File: src/verilog/ssf_cfg.svh
// constants for the scan, flush and pause control block
`ifndef SSF_CFG_SVH
`define SSF_CFG_SVH
// register indices; byte address is four times the index
`define SSF_IDX_POLL 8'h86
`define SSF_IDX_FCTRL 8'h88
`define SSF_IDX_FPORT 8'h89
`define SSF_IDX_FVLAN 8'h8A
`define SSF_IDX_PAUSE 8'h90
`define SSF_IDX_IST 8'hA0
`define SSF_IDX_IMASK 8'hA1
`define SSF_IDX_OVR 8'hA2
// field positions
`define SSF_B_POLL_EN 7
`define SSF_B_POLL_INC 5
`define SSF_B_GO 7
`define SSF_B_STATIC 0
`define SSF_B_ALLPORT 7
`define SSF_B_ALLVID 15
`define SSF_B_SKIP_TYPE 1
`define SSF_B_SKIP_DEST 0
`define SSF_B_OVR_EN 7
`define SSF_B_OVR_LINK 0
`define SSF_EV_FLUSH 0
`define SSF_EV_LINK 1
// reset values
`define SSF_RST_POLL_INC 1'b1
`define SSF_RST_BASE 5'h00
`define SSF_RST_OVR_LINK 1'b1
// management frame
`define SSF_CLK_NS 40
`define SSF_MDC_HALF_NS 200
`define SSF_PREAMBLE 32'hFFFFFFFF
`define SSF_MDIO_HEAD 4'h6
`define SSF_STAT_REG 5'h01
`define SSF_LINK_BIT 2
`define SSF_DRIVE_BITS 6'd46
`define SSF_DATA_FIRST 6'd48
`define SSF_FRAME_LAST 6'd63
`endif

File: src/verilog/ssf_pkg.sv
// types for the scan, flush and pause control block
`default_nettype none
package ssf_pkg;
	typedef struct packed {
		logic valid;
		logic is_static;
		logic [3:0] port;
		logic [11:0] vid;
	} table_entry_t;
	typedef enum logic [1:0] {
		F_IDLE = 2'b00,
		F_READ = 2'b01,
		F_CHECK = 2'b10,
		F_CLEAR = 2'b11
	} flush_state_t;
	typedef enum logic [0:0] {
		P_IDLE = 1'b0,
		P_FRAME = 1'b1
	} poll_state_t;
endpackage : ssf_pkg
`default_nettype wire

File: src/verilog/switch_scan_flush_pause_ctrl.sv
// register bank with transceiver poller, table flush and pause checks
//
// Notes on behaviour
// - poll enable runs the status poller
// - poll enable resets to inverted strap
// - port address is base plus/minus port
// - base field is port 0 address
// - writing go starts a table flush
// - go bit self-clears when flush ends
// - flush needs port, vlan, type match
// - static entries flushed only if included
// - every-port bit matches all ports
// - port field selects flushed port
// - every-vlan bit matches all vlans
// - vlan field selects flushed vlan
// - skip-type bit drops ethertype check
// - skip-dest bit drops address check
// - override replaces polled link state
`timescale 1ns/1ps
`default_nettype none
`include "ssf_cfg.svh"
module switch_scan_flush_pause_ctrl
	import ssf_pkg::*;
#(
	parameter int NUM_PORTS = 16,
	parameter int TABLE_DEPTH = 4096
) (
	input wire logic CLK,
	input wire logic SRST,
	input wire logic WB_CYC_I,
	input wire logic WB_STB_I,
	input wire logic WB_WE_I,
	input wire logic [9:0] WB_ADR_I,
	input wire logic [3:0] WB_SEL_I,
	input wire logic [31:0] WB_DAT_I,
	output logic [31:0] WB_DAT_O,
	output logic WB_ACK_O,
	output logic IRQ,
	input wire logic AUTO_POLL_DIS,
	output logic MDC,
	output logic MDIO_O,
	output logic MDIO_OE,
	input wire logic MDIO_I,
	output logic [NUM_PORTS-1:0] LINK_STATE,
	output logic [$clog2(TABLE_DEPTH)-1:0] TBL_ADDR,
	input wire table_entry_t TBL_ENTRY,
	output logic TBL_CLR,
	output logic PAUSE_SKIP_TYPE,
	output logic PAUSE_SKIP_DEST
);
	localparam int AW = $clog2(TABLE_DEPTH);
	localparam int PW = $clog2(NUM_PORTS);
	localparam int HALF = (`SSF_MDC_HALF_NS + `SSF_CLK_NS - 1) / `SSF_CLK_NS;
	localparam logic [3:0] HALF_M1 = 4'(HALF - 1);
	localparam logic [AW-1:0] LAST = AW'(TABLE_DEPTH - 1);
	localparam logic [PW-1:0] PLAST = PW'(NUM_PORTS - 1);

	// refuse sizes the port field, counters or divider cannot hold
	if (NUM_PORTS < 2 || NUM_PORTS > 16 || TABLE_DEPTH < 2
		|| HALF > 16) begin : g_bad_params
		$error("unsupported parameter values");
	end

	// ****************************************
	// synchronisers and registers
	// ****************************************
	logic [1:0] strap_sync, mdio_sync;
	logic strap_s, mdio_s;
	logic strap_done, next_strap_done;
	logic poll_en, next_poll_en;
	logic poll_inc, next_poll_inc;
	logic [4:0] poll_base, next_poll_base;
	logic go, next_go;
	logic incl_static, next_incl_static;
	logic every_port, next_every_port;
	logic [3:0] port_sel, next_port_sel;
	logic every_vlan, next_every_vlan;
	logic [11:0] vid_sel, next_vid_sel;
	logic [1:0] pause, next_pause;
	logic ovr_en, next_ovr_en;
	logic ovr_link, next_ovr_link;
	logic [1:0] ist, next_ist, imask, next_imask, events;
	logic [31:0] next_dat, rd_val;
	logic next_ack, wr, rd;
	logic [7:0] idx;

	assign strap_s = strap_sync[1];
	assign mdio_s = mdio_sync[1];
	assign idx = WB_ADR_I[9:2];
	assign wr = WB_CYC_I && WB_STB_I && WB_ACK_O && WB_WE_I;
	assign rd = WB_CYC_I && WB_STB_I && WB_ACK_O && !WB_WE_I;

	always_ff @(posedge CLK) begin
		strap_sync <= {strap_sync[0], AUTO_POLL_DIS};
		mdio_sync <= {mdio_sync[0], MDIO_I};
	end

	always_comb begin
		rd_val = 32'h0;
		unique case (idx)
			`SSF_IDX_POLL: begin
				rd_val[`SSF_B_POLL_EN] = poll_en;
				rd_val[`SSF_B_POLL_INC] = poll_inc;
				rd_val[4:0] = poll_base;
			end
			`SSF_IDX_FCTRL: begin
				rd_val[`SSF_B_GO] = go;
				rd_val[`SSF_B_STATIC] = incl_static;
			end
			`SSF_IDX_FPORT: begin
				rd_val[`SSF_B_ALLPORT] = every_port;
				rd_val[3:0] = port_sel;
			end
			`SSF_IDX_FVLAN: begin
				rd_val[`SSF_B_ALLVID] = every_vlan;
				rd_val[11:0] = vid_sel;
			end
			`SSF_IDX_PAUSE: rd_val[1:0] = pause;
			`SSF_IDX_IST: rd_val[1:0] = ist;
			`SSF_IDX_IMASK: rd_val[1:0] = imask;
			`SSF_IDX_OVR: begin
				rd_val[`SSF_B_OVR_EN] = ovr_en;
				rd_val[`SSF_B_OVR_LINK] = ovr_link;
			end
			default: rd_val = 32'h0;
		endcase
	end

	logic flush_done;
	always_comb begin
		next_ack = WB_CYC_I && WB_STB_I && !WB_ACK_O;
		next_dat = next_ack ? rd_val : 32'h0;
		next_strap_done = 1'b1;
		next_poll_en = poll_en;
		if (!strap_done)
			next_poll_en = !strap_s;
		next_poll_inc = poll_inc;
		next_poll_base = poll_base;
		next_go = flush_done ? 1'b0 : go;
		next_incl_static = incl_static;
		next_every_port = every_port;
		next_port_sel = port_sel;
		next_every_vlan = every_vlan;
		next_vid_sel = vid_sel;
		next_pause = pause;
		next_ovr_en = ovr_en;
		next_ovr_link = ovr_link;
		next_imask = imask;
		next_ist = ist;
		if (rd && idx == `SSF_IDX_IST)
			next_ist = 2'h0;
		next_ist = next_ist | events;
		if (wr && WB_SEL_I[0]) begin
			unique case (idx)
				`SSF_IDX_POLL: begin
					next_poll_en = WB_DAT_I[`SSF_B_POLL_EN];
					next_poll_inc = WB_DAT_I[`SSF_B_POLL_INC];
					next_poll_base = WB_DAT_I[4:0];
				end
				`SSF_IDX_FCTRL: begin
					if (WB_DAT_I[`SSF_B_GO])
						next_go = 1'b1;
					next_incl_static = WB_DAT_I[`SSF_B_STATIC];
				end
				`SSF_IDX_FPORT: begin
					next_every_port = WB_DAT_I[`SSF_B_ALLPORT];
					next_port_sel = WB_DAT_I[3:0];
				end
				`SSF_IDX_FVLAN: next_vid_sel[7:0] = WB_DAT_I[7:0];
				`SSF_IDX_PAUSE: next_pause = WB_DAT_I[1:0];
				`SSF_IDX_IMASK: next_imask = WB_DAT_I[1:0];
				`SSF_IDX_OVR: begin
					next_ovr_en = WB_DAT_I[`SSF_B_OVR_EN];
					next_ovr_link = WB_DAT_I[`SSF_B_OVR_LINK];
				end
				default: ;
			endcase
		end
		if (wr && WB_SEL_I[1] && idx == `SSF_IDX_FVLAN) begin
			next_every_vlan = WB_DAT_I[`SSF_B_ALLVID];
			next_vid_sel[11:8] = WB_DAT_I[11:8];
		end
	end

	always_ff @(posedge CLK) begin
		if (SRST) begin
			WB_ACK_O <= 1'b0;
			WB_DAT_O <= 32'h0;
			strap_done <= 1'b0;
			poll_en <= 1'b0;
			poll_inc <= `SSF_RST_POLL_INC;
			poll_base <= `SSF_RST_BASE;
			go <= 1'b0;
			incl_static <= 1'b0;
			every_port <= 1'b0;
			port_sel <= 4'h0;
			every_vlan <= 1'b0;
			vid_sel <= 12'h000;
			pause <= 2'h0;
			ovr_en <= 1'b0;
			ovr_link <= `SSF_RST_OVR_LINK;
			ist <= 2'h0;
			imask <= 2'h0;
			IRQ <= 1'b0;
			PAUSE_SKIP_TYPE <= 1'b0;
			PAUSE_SKIP_DEST <= 1'b0;
		end else begin
			WB_ACK_O <= next_ack;
			WB_DAT_O <= next_dat;
			strap_done <= next_strap_done;
			poll_en <= next_poll_en;
			poll_inc <= next_poll_inc;
			poll_base <= next_poll_base;
			go <= next_go;
			incl_static <= next_incl_static;
			every_port <= next_every_port;
			port_sel <= next_port_sel;
			every_vlan <= next_every_vlan;
			vid_sel <= next_vid_sel;
			pause <= next_pause;
			ovr_en <= next_ovr_en;
			ovr_link <= next_ovr_link;
			ist <= next_ist;
			imask <= next_imask;
			IRQ <= |(next_ist & next_imask);
			PAUSE_SKIP_TYPE <= next_pause[`SSF_B_SKIP_TYPE];
			PAUSE_SKIP_DEST <= next_pause[`SSF_B_SKIP_DEST];
		end
	end

	// ****************************************
	// table flush engine
	// ****************************************
	flush_state_t fst, next_fst;
	logic [AW-1:0] next_addr;
	logic next_clr, hit_port, hit_vlan, hit_type, hit;

	always_comb begin
		hit_port = every_port || TBL_ENTRY.port == port_sel;
		hit_vlan = every_vlan || TBL_ENTRY.vid == vid_sel;
		hit_type = incl_static || !TBL_ENTRY.is_static;
		hit = TBL_ENTRY.valid && hit_port && hit_vlan && hit_type;
		next_fst = fst;
		next_addr = TBL_ADDR;
		next_clr = 1'b0;
		flush_done = 1'b0;
		unique case (fst)
			F_IDLE: begin
				if (go) begin
					next_addr = '0;
					next_fst = F_READ;
				end
			end
			F_READ: next_fst = F_CHECK;
			F_CHECK, F_CLEAR: begin
				if (fst == F_CHECK && hit) begin
					next_clr = 1'b1;
					next_fst = F_CLEAR;
				end else if (TBL_ADDR == LAST) begin
					flush_done = 1'b1;
					next_fst = F_IDLE;
				end else begin
					next_addr = TBL_ADDR + 1'b1;
					next_fst = F_READ;
				end
			end
		endcase
	end

	always_ff @(posedge CLK) begin
		if (SRST) begin
			fst <= F_IDLE;
			TBL_ADDR <= '0;
			TBL_CLR <= 1'b0;
		end else begin
			fst <= next_fst;
			TBL_ADDR <= next_addr;
			TBL_CLR <= next_clr;
		end
	end

	// ****************************************
	// transceiver poller
	// ****************************************
	poll_state_t pst, next_pst;
	logic [PW-1:0] pport, next_pport;
	logic [5:0] bitn, next_bitn;
	logic [3:0] div, next_div;
	logic [45:0] hdr, next_hdr;
	logic [15:0] shin, next_shin;
	logic [NUM_PORTS-1:0] lpoll, next_lpoll;
	logic [4:0] taddr;
	logic next_mdc, next_mo, next_oe, link_ev;

	assign taddr = poll_inc ? 5'(poll_base + 5'(pport))
		: 5'(poll_base - 5'(pport));
	assign events = {link_ev, flush_done};

	always_comb begin
		next_pst = pst;
		next_pport = pport;
		next_bitn = bitn;
		next_div = div;
		next_hdr = hdr;
		next_shin = shin;
		next_lpoll = lpoll;
		next_mdc = MDC;
		next_mo = MDIO_O;
		next_oe = MDIO_OE;
		link_ev = 1'b0;
		unique case (pst)
			P_IDLE: begin
				next_mdc = 1'b0;
				next_oe = 1'b0;
				next_mo = 1'b0;
				if (poll_en) begin
					next_hdr = {`SSF_PREAMBLE, `SSF_MDIO_HEAD, taddr,
						`SSF_STAT_REG};
					next_bitn = 6'd0;
					next_div = 4'h0;
					next_mo = next_hdr[45];
					next_oe = 1'b1;
					next_pst = P_FRAME;
				end
			end
			P_FRAME: begin
				next_div = div + 4'h1;
				if (div == HALF_M1) begin
					next_div = 4'h0;
					next_mdc = !MDC;
					if (!MDC && bitn >= `SSF_DATA_FIRST)
						next_shin = {shin[14:0], mdio_s};
					if (MDC) begin
						next_bitn = bitn + 6'd1;
						next_hdr = {hdr[44:0], 1'b0};
						next_mo = next_hdr[45];
						next_oe = next_bitn < `SSF_DRIVE_BITS;
						if (bitn == `SSF_FRAME_LAST) begin
							next_lpoll[pport] = shin[`SSF_LINK_BIT];
							link_ev = lpoll[pport] != shin[`SSF_LINK_BIT];
							next_pport = pport == PLAST ? '0
								: pport + 1'b1;
							next_oe = 1'b0;
							next_pst = P_IDLE;
						end
					end
				end
				if (!poll_en) begin
					next_mdc = 1'b0;
					next_oe = 1'b0;
					next_mo = 1'b0;
					next_pst = P_IDLE;
				end
			end
		endcase
	end

	always_ff @(posedge CLK) begin
		if (SRST) begin
			pst <= P_IDLE;
			pport <= '0;
			bitn <= 6'd0;
			div <= 4'h0;
			hdr <= '0;
			shin <= 16'h0000;
			lpoll <= '0;
			MDC <= 1'b0;
			MDIO_O <= 1'b0;
			MDIO_OE <= 1'b0;
			LINK_STATE <= '0;
		end else begin
			pst <= next_pst;
			pport <= next_pport;
			bitn <= next_bitn;
			div <= next_div;
			hdr <= next_hdr;
			shin <= next_shin;
			lpoll <= next_lpoll;
			MDC <= next_mdc;
			MDIO_O <= next_mo;
			MDIO_OE <= next_oe;
			LINK_STATE <= ovr_en ? {NUM_PORTS{ovr_link}} : next_lpoll;
		end
	end
endmodule : switch_scan_flush_pause_ctrl
`default_nettype wire

File: config.mk
export PLATFORM = sky130hd
export DESIGN_NAME = switch_scan_flush_pause_ctrl
export DESIGN_NICKNAME = d
export VERILOG_FILES = /design/src/verilog/ssf_pkg.sv /design/src/verilog/switch_scan_flush_pause_ctrl.sv
export VERILOG_INCLUDE_DIRS = /design/src /design/src/verilog
export SDC_FILE = /design/constraint.sdc
export NUM_CORES = 1
export LEC_CHECK = 0
export ABC_CLOCK_PERIOD_IN_PS = 5000
export BUFFER_PORTS_ARGS = -buffer_cell sky130_fd_sc_hd__buf_2
export CAP_MARGIN = 20
export CELL_PAD_IN_SITES_DETAIL_PLACEMENT = 0
export CELL_PAD_IN_SITES_GLOBAL_PLACEMENT = 1
export CORE_MARGIN = 3
export CORE_UTILIZATION = 45
export DETAILED_ROUTE_END_ITERATION = 16
export GPL_TIMING_DRIVEN = 0
export PLACE_DENSITY_LB_ADDON = 0.1
export SETUP_SLACK_MARGIN = 0.5
export SYNTH_ARGS = -nofsm -noshare
export SYNTH_HDL_FRONTEND = slang
export SYNTH_SLANG_ARGS = --single-unit
export TNS_END_PERCENT = 50
File: constraint.sdc
create_clock -name CLK -period 5 [get_ports CLK]
set_input_delay 0.25 -clock CLK [delete_from_list [all_inputs] [get_ports CLK]]
set_output_delay 0.25 -clock CLK [all_outputs]
set_load 0.03 [all_outputs]
; Word-level counts from Yosys, hierarchy flattened
; Cells that the tools add are included.
[totals]
regBits = 189
inputBits = 71
out_inout_bits = 68
wordCells = 196
[op_classes]
add_sub_neg = 6
magnitude_cmp = 4
n_eq_ne = 26
mux = 75
n_bitwise = 6
reduce_logical = 40
[op_table]
columns = op, count
row1 = $mux W45, 3
row2 = $pmux W45 S2, 1
row3 = $mux W16, 5
row4 = $eq A8 B8 Y1 const B, 8
row5 = $mux W12, 3
row6 = $mux W1, 33
row7 = $pmux W12 S2, 1
row8 = $mux W6, 3
row9 = $bwmux W16, 1
row10 = $logic_and A1 B1 Y1, 15
row11 = $mux W2, 7
row12 = $add A12 B1 Y12 const B, 1
row13 = $eq A12 B12 Y1, 1
row14 = $eq A12 B12 Y1 const B, 1
row15 = $mux W4, 3
row16 = $pmux W2 S3, 2
row17 = $pmux W6 S2, 1
row18 = $reduce_and A2 Y1, 6
row19 = $ne A2 B2 Y1 const B, 5
row20 = $add A4 B1 Y4 const B, 2
row21 = $pmux W1 S2, 4
row22 = $pmux W1 S8, 1
row23 = $pmux W4 S2, 1
row24 = $reduce_and A4 Y1, 2
row25 = other kinds (33), 47

; Depth between registers and ports, before layout
[depth]
ltp_word = 12
depth_mapped = 10
depth_no_buf = 10

; Least setup slack after synthesis
; Ideal clock, no wire load.
[synth_timing]
kind = reg-to-reg
start = reg pport[0]
end = reg hdr[9]
setup_time_ns = 0.132
arrival_time_ns = 2.143
required_time_ns = 4.868
path_slack_ns = 2.725
stages_incl_launch_ff = 10
n_path_buf = 0
period_less_slack_ns = 2.275
cell_sequence = dfxtp_1 inv_1 ha_1 mux2_2 fa_1 a21o_1 a21oi_1 xnor2_1 o211ai_1 a21oi_1
[synth_via]
elab_chain_cells = 4
elab_cells_between_ends = 5
classes_between = 2 x add/sub / 3 x mux
[synth_lines]
columns = item, line_no
row1 = from (decl), switch_scan_flush_pause_ctrl.sv:286  ; logic [PW-1:0] pport, next_pport;
row2 = from (signal assigned), switch_scan_flush_pause_ctrl.sv:373  ; pport <= next_pport;
row3 = $sub A5 B4 Y5 or $add A5 B4 Y5 (tied branches), "switch_scan_flush_pause_ctrl.sv:296, switch_scan_flush_pause_ctrl.sv:295"
row4 = $mux W5 (*), switch_scan_flush_pause_ctrl.sv:295  ; assign taddr = poll_inc ? 5'(poll_base + 5'(pport))
row5 = $mux W45 (*), switch_scan_flush_pause_ctrl.sv:316  ; if (poll_en) begin
row6 = $pmux W45 S2 (*), switch_scan_flush_pause_ctrl.sv:311  ; unique case (pst)
row7 = to (signal assigned), switch_scan_flush_pause_ctrl.sv:376  ; hdr <= next_hdr;
row8 = to (decl), switch_scan_flush_pause_ctrl.sv:289  ; logic [45:0] hdr, next_hdr;
; Mark *: on every way between the ends. The rest lies on a longest branch, timed or not. The select of a mux whose other input is x is not followed.
; A chain may end at the register's enable or synchronous reset.

; Worst setup path in the final report
[layout_timing]
start = reg TBL_ADDR[0]
end = reg TBL_ADDR[8]
[layout_via]
elab_chain_cells = 4
elab_cells_between_ends = 7
classes_between = 1 x add/sub / 2 x eq/ne / 3 x mux / 1 x reduce/logical
[layout_lines]
columns = item, line_no
row1 = from (decl), switch_scan_flush_pause_ctrl.sv:45  ; output logic [$clog2(TABLE_DEPTH)-1:0] TBL_ADDR,
row2 = from (signal assigned), switch_scan_flush_pause_ctrl.sv:277  ; TBL_ADDR <= next_addr;
row3 = $add A12 B1 Y12, switch_scan_flush_pause_ctrl.sv:263  ; next_addr = TBL_ADDR + 1'b1;
row4 = $mux W12, switch_scan_flush_pause_ctrl.sv:259  ; end else if (TBL_ADDR == LAST) begin
row5 = $mux W12, switch_scan_flush_pause_ctrl.sv:256  ; if (fst == F_CHECK && hit) begin
row6 = $pmux W12 S2, switch_scan_flush_pause_ctrl.sv:247  ; unique case (fst)
; Parallel ways exist; a longest one is shown, timed or not. The select of a mux whose other input is x is not followed.

==> out/metrics.cfg <==
[routing]
drc = 0
drt_wl_total_um = 18800
routedWlPerCell_um = 16.9
drt_iter0_drc = 366
vias = 6085
firstDrtPassIters = 5
drtAntennaViolNets = 0
viasPerCell = 5.49

[power_and_ir_drop]
pwr-share-seq = 0.460
power.switching_fraction = 0.214
total_leakage_power_nw = 3.56
p_comb_frac = 0.051
p_per_area_nw_per_um2 = 341
clkPwrFrac = 0.489
ir_drop_mv = 0.260
p_sw_uw = 641
intPower_mw = 2.35

[cts]
clock_sinks = 168
cts_buffer_depth = 2
post_cts_buffers = 0
cts_made_buffers = 17
htreeDepth = 4
clk_pin_slew_ns = 0.07
cts-resized-gates = 0
worstSkewPairLatency_ns = 0.43
cts_tree = built
cts_root_buf = clkbuf_16
hold_buffers = 2

[timing]
maxClockFrequency_mhz = 375
rsz0062_at_grt = false
tns_ns = 0
finalSetupViolations = 0
slew_viol_final = 0
hold_viol_final = 0
fin_crit_sh = 0.534
slew_headroom = 0.327
max_slew.worst_pin.slew_ns = 1.00
skew_ns = 0.0107
period_needed_ns = 2.67

[global_route]
antenna_found_initial = 1
grt_pass1_wl_um = 30600
grt_max_degree = 17
grt-ovfl-total = 0
grt_pass1_vias = 6040
grtUsageTotal = 0.213

[yosys]
synth_top_family_by_area = simple AND/OR/NAND/NOR gates
synth-seq-cells = 168
synth_cells = 750
yosys.area.top_type = dfxtp_1
ys_top_cells_by_area = dfxtp_1 46%, mux2i_1 8.1%, o221a_2 5.3%
synth_compound_area_frac = 0.160
synthAdderAreaFrac = 0.0234
synth_mux_area_frac = 0.0982
synth-edff-count = 0
synth-main-ff-cell = dfxtp_1
async_reset_ff_frac = 0
yosys.area_share.simple = 0.167
avgSynthCellArea_um2 = 9.70
synthXorXnorAreaFrac = 0.0313
ys_seq_area_frac = 0.462
synth_top_area_share = 0.462
yosys_warnings = 0
yosysUniqueCellTypes = 64
syn_area_um2 = 7270

[critical_path]
worstPathCellList = ha_1, nand3_1, nor4_2, or2_2, o22ai_1, clkbuf_1, a21boi_0, o32ai_1
start_kind = flip-flop
worst-path-max-fanout = 10
r2r_start = TBL_ADDR[0]
crit_buf_inv = 1
cpMaxStageDelayCell = nor4_2
slowest_delay_ns = 0.67
critPathKind = flip-flop to flip-flop
crit_required_ns = 5.33
startpoint = TBL_ADDR[0]
cp-end-kind = flip-flop
cp_top_family = simple AND/OR/NAND/NOR gates
worstPathArrival_ns = 2.99

[cells_and_area]
fin_area_um2 = 8770
final_common_cell = dfxtp_1
layout_common_cells = 168 x dfxtp_1, 98 x nor2_1, 97 x buf_2
area_growth_pct = 20.5
drive_above_1_share = 0.221
nNetsFinal = 968

[die]
die_w_um = 133
ioPinCount = 139
initial_utilization = 0.470
die_h_um = 133
coreArea_um2 = 15500
design.die.area_um2 = 17700
num_rows = 45

[min_path]
hold_path_class = input port to flip-flop
min_from = WB_DAT_I[9]

[place]
gp_congestion = 0.904
hpwlAfterDp_um = 13800
io_buffer_count = 95
placed_cell_area_um2 = 8080

[run]
max_cap_violations = 0

[outcome]
run_status = complete, no violations

-- synth_stat cells, types with 16 or more instances --
master	count
a21oi_1	22
inv_1	20
nand3_1	24
clkbuf_1	37
nand4_1	17
nand2_1	36
o21ai_0	16
nor2_1	98
buf_4	20
o221a_2	34
dfxtp_1	168
xnor2_1	20
o31ai_1	18
mux2i_1	59
-- flip-flops by register name (all words and copies together) (netlist names), 5 cells and up --
| register | count |
|---|---|
| LINK_STATE | 16 |
| TBL_ADDR | 12 |
| lpoll | 16 |
| bitn | 6 |
| hdr | 45 |
| vid_sel | 12 |
| WB_DAT_O | 13 |
| poll_base | 5 |
-- per-layer routing --
metal,GRT usage,routed length (um),share of wire
met5,0,0,0
met4,0.0766,379,0.020
met3,0.0438,1070,0.057
met2,0.344,8860,0.47
met1,0.285,8470,0.45
-- stage by stage --
step	hold WS (ns)	std cells	worst slack [ns]	power, mW	util
floorplan	0.278	768	2.72	1.50	-
global placement	0.314	1074	2.45	1.55	0.522
detailed placement	0.313	1074	2.37	1.56	0.522
CTS	0.0400	1108	2.34	3.02	0.566
global route	0.0704	1109	2.04	3.09	0.566
finish	0.0597	1109	2.33	2.99	0.566
-- cell families (layout without fill, tap and decap cells) --
family                     count (synthesis)  count (layout)
other                                      1              20
adders and majority gates                 13              13
xor gates and xnor gates                  26              26
DFF                                      168             168
buffers and inverters                     87             216
AOI/OAI and AO/OA                        147             147
and+or+nand+nor                          243             243
muxes                                     65              65
-- power by group through the flow --
stage	logic, mW	registers [mW]	clock network [mW]
after global placement	0.149	1.40	0
after CTS	0.153	1.38	1.49
after detailed placement	0.152	1.41	0
after floorplan	0.0994	1.40	0
after global routing	0.168	1.38	1.54
final	0.154	1.38	1.46
-- tightest hold or removal path, delay by kind of cell --
| kind | cells | cell delay [ns] |
|---|---|---|
| buf+inv | 1 | 0.08 |
| mux | 1 | 0.06 |
| simple gates | 1 | 0.07 |
-- layout make-up --
| cell class | count | area [um2] |
|---|---|---|
| flip-flops and latches | 168 | 3360 |
| fillers | 1413 | 6720 |
| well taps | 211 | 264 |
| plain buffers | 65 | 329 |
| diodes | 1 | 2.50 |
| clock inverters | 10 | 190 |
| multi-input cells | 513 | 3570 |
| inverters | 22 | 82.6 |
| clock buffers | 22 | 474 |
| repair buffers | 97 | 495 |
-- path summary, 6_finish.rpt --
kind	end	slack, ns	depth (start not counted)
setup / recovery	TBL_ADDR[8]	2.33	8
hold / removal	vid_sel[9]	0.06	3
setup reg to reg	TBL_ADDR[8]	2.33	8
hold reg to reg	mdio_sync[1]	0.33	0
No activity file was read; power rests on OpenSTA's default activity.
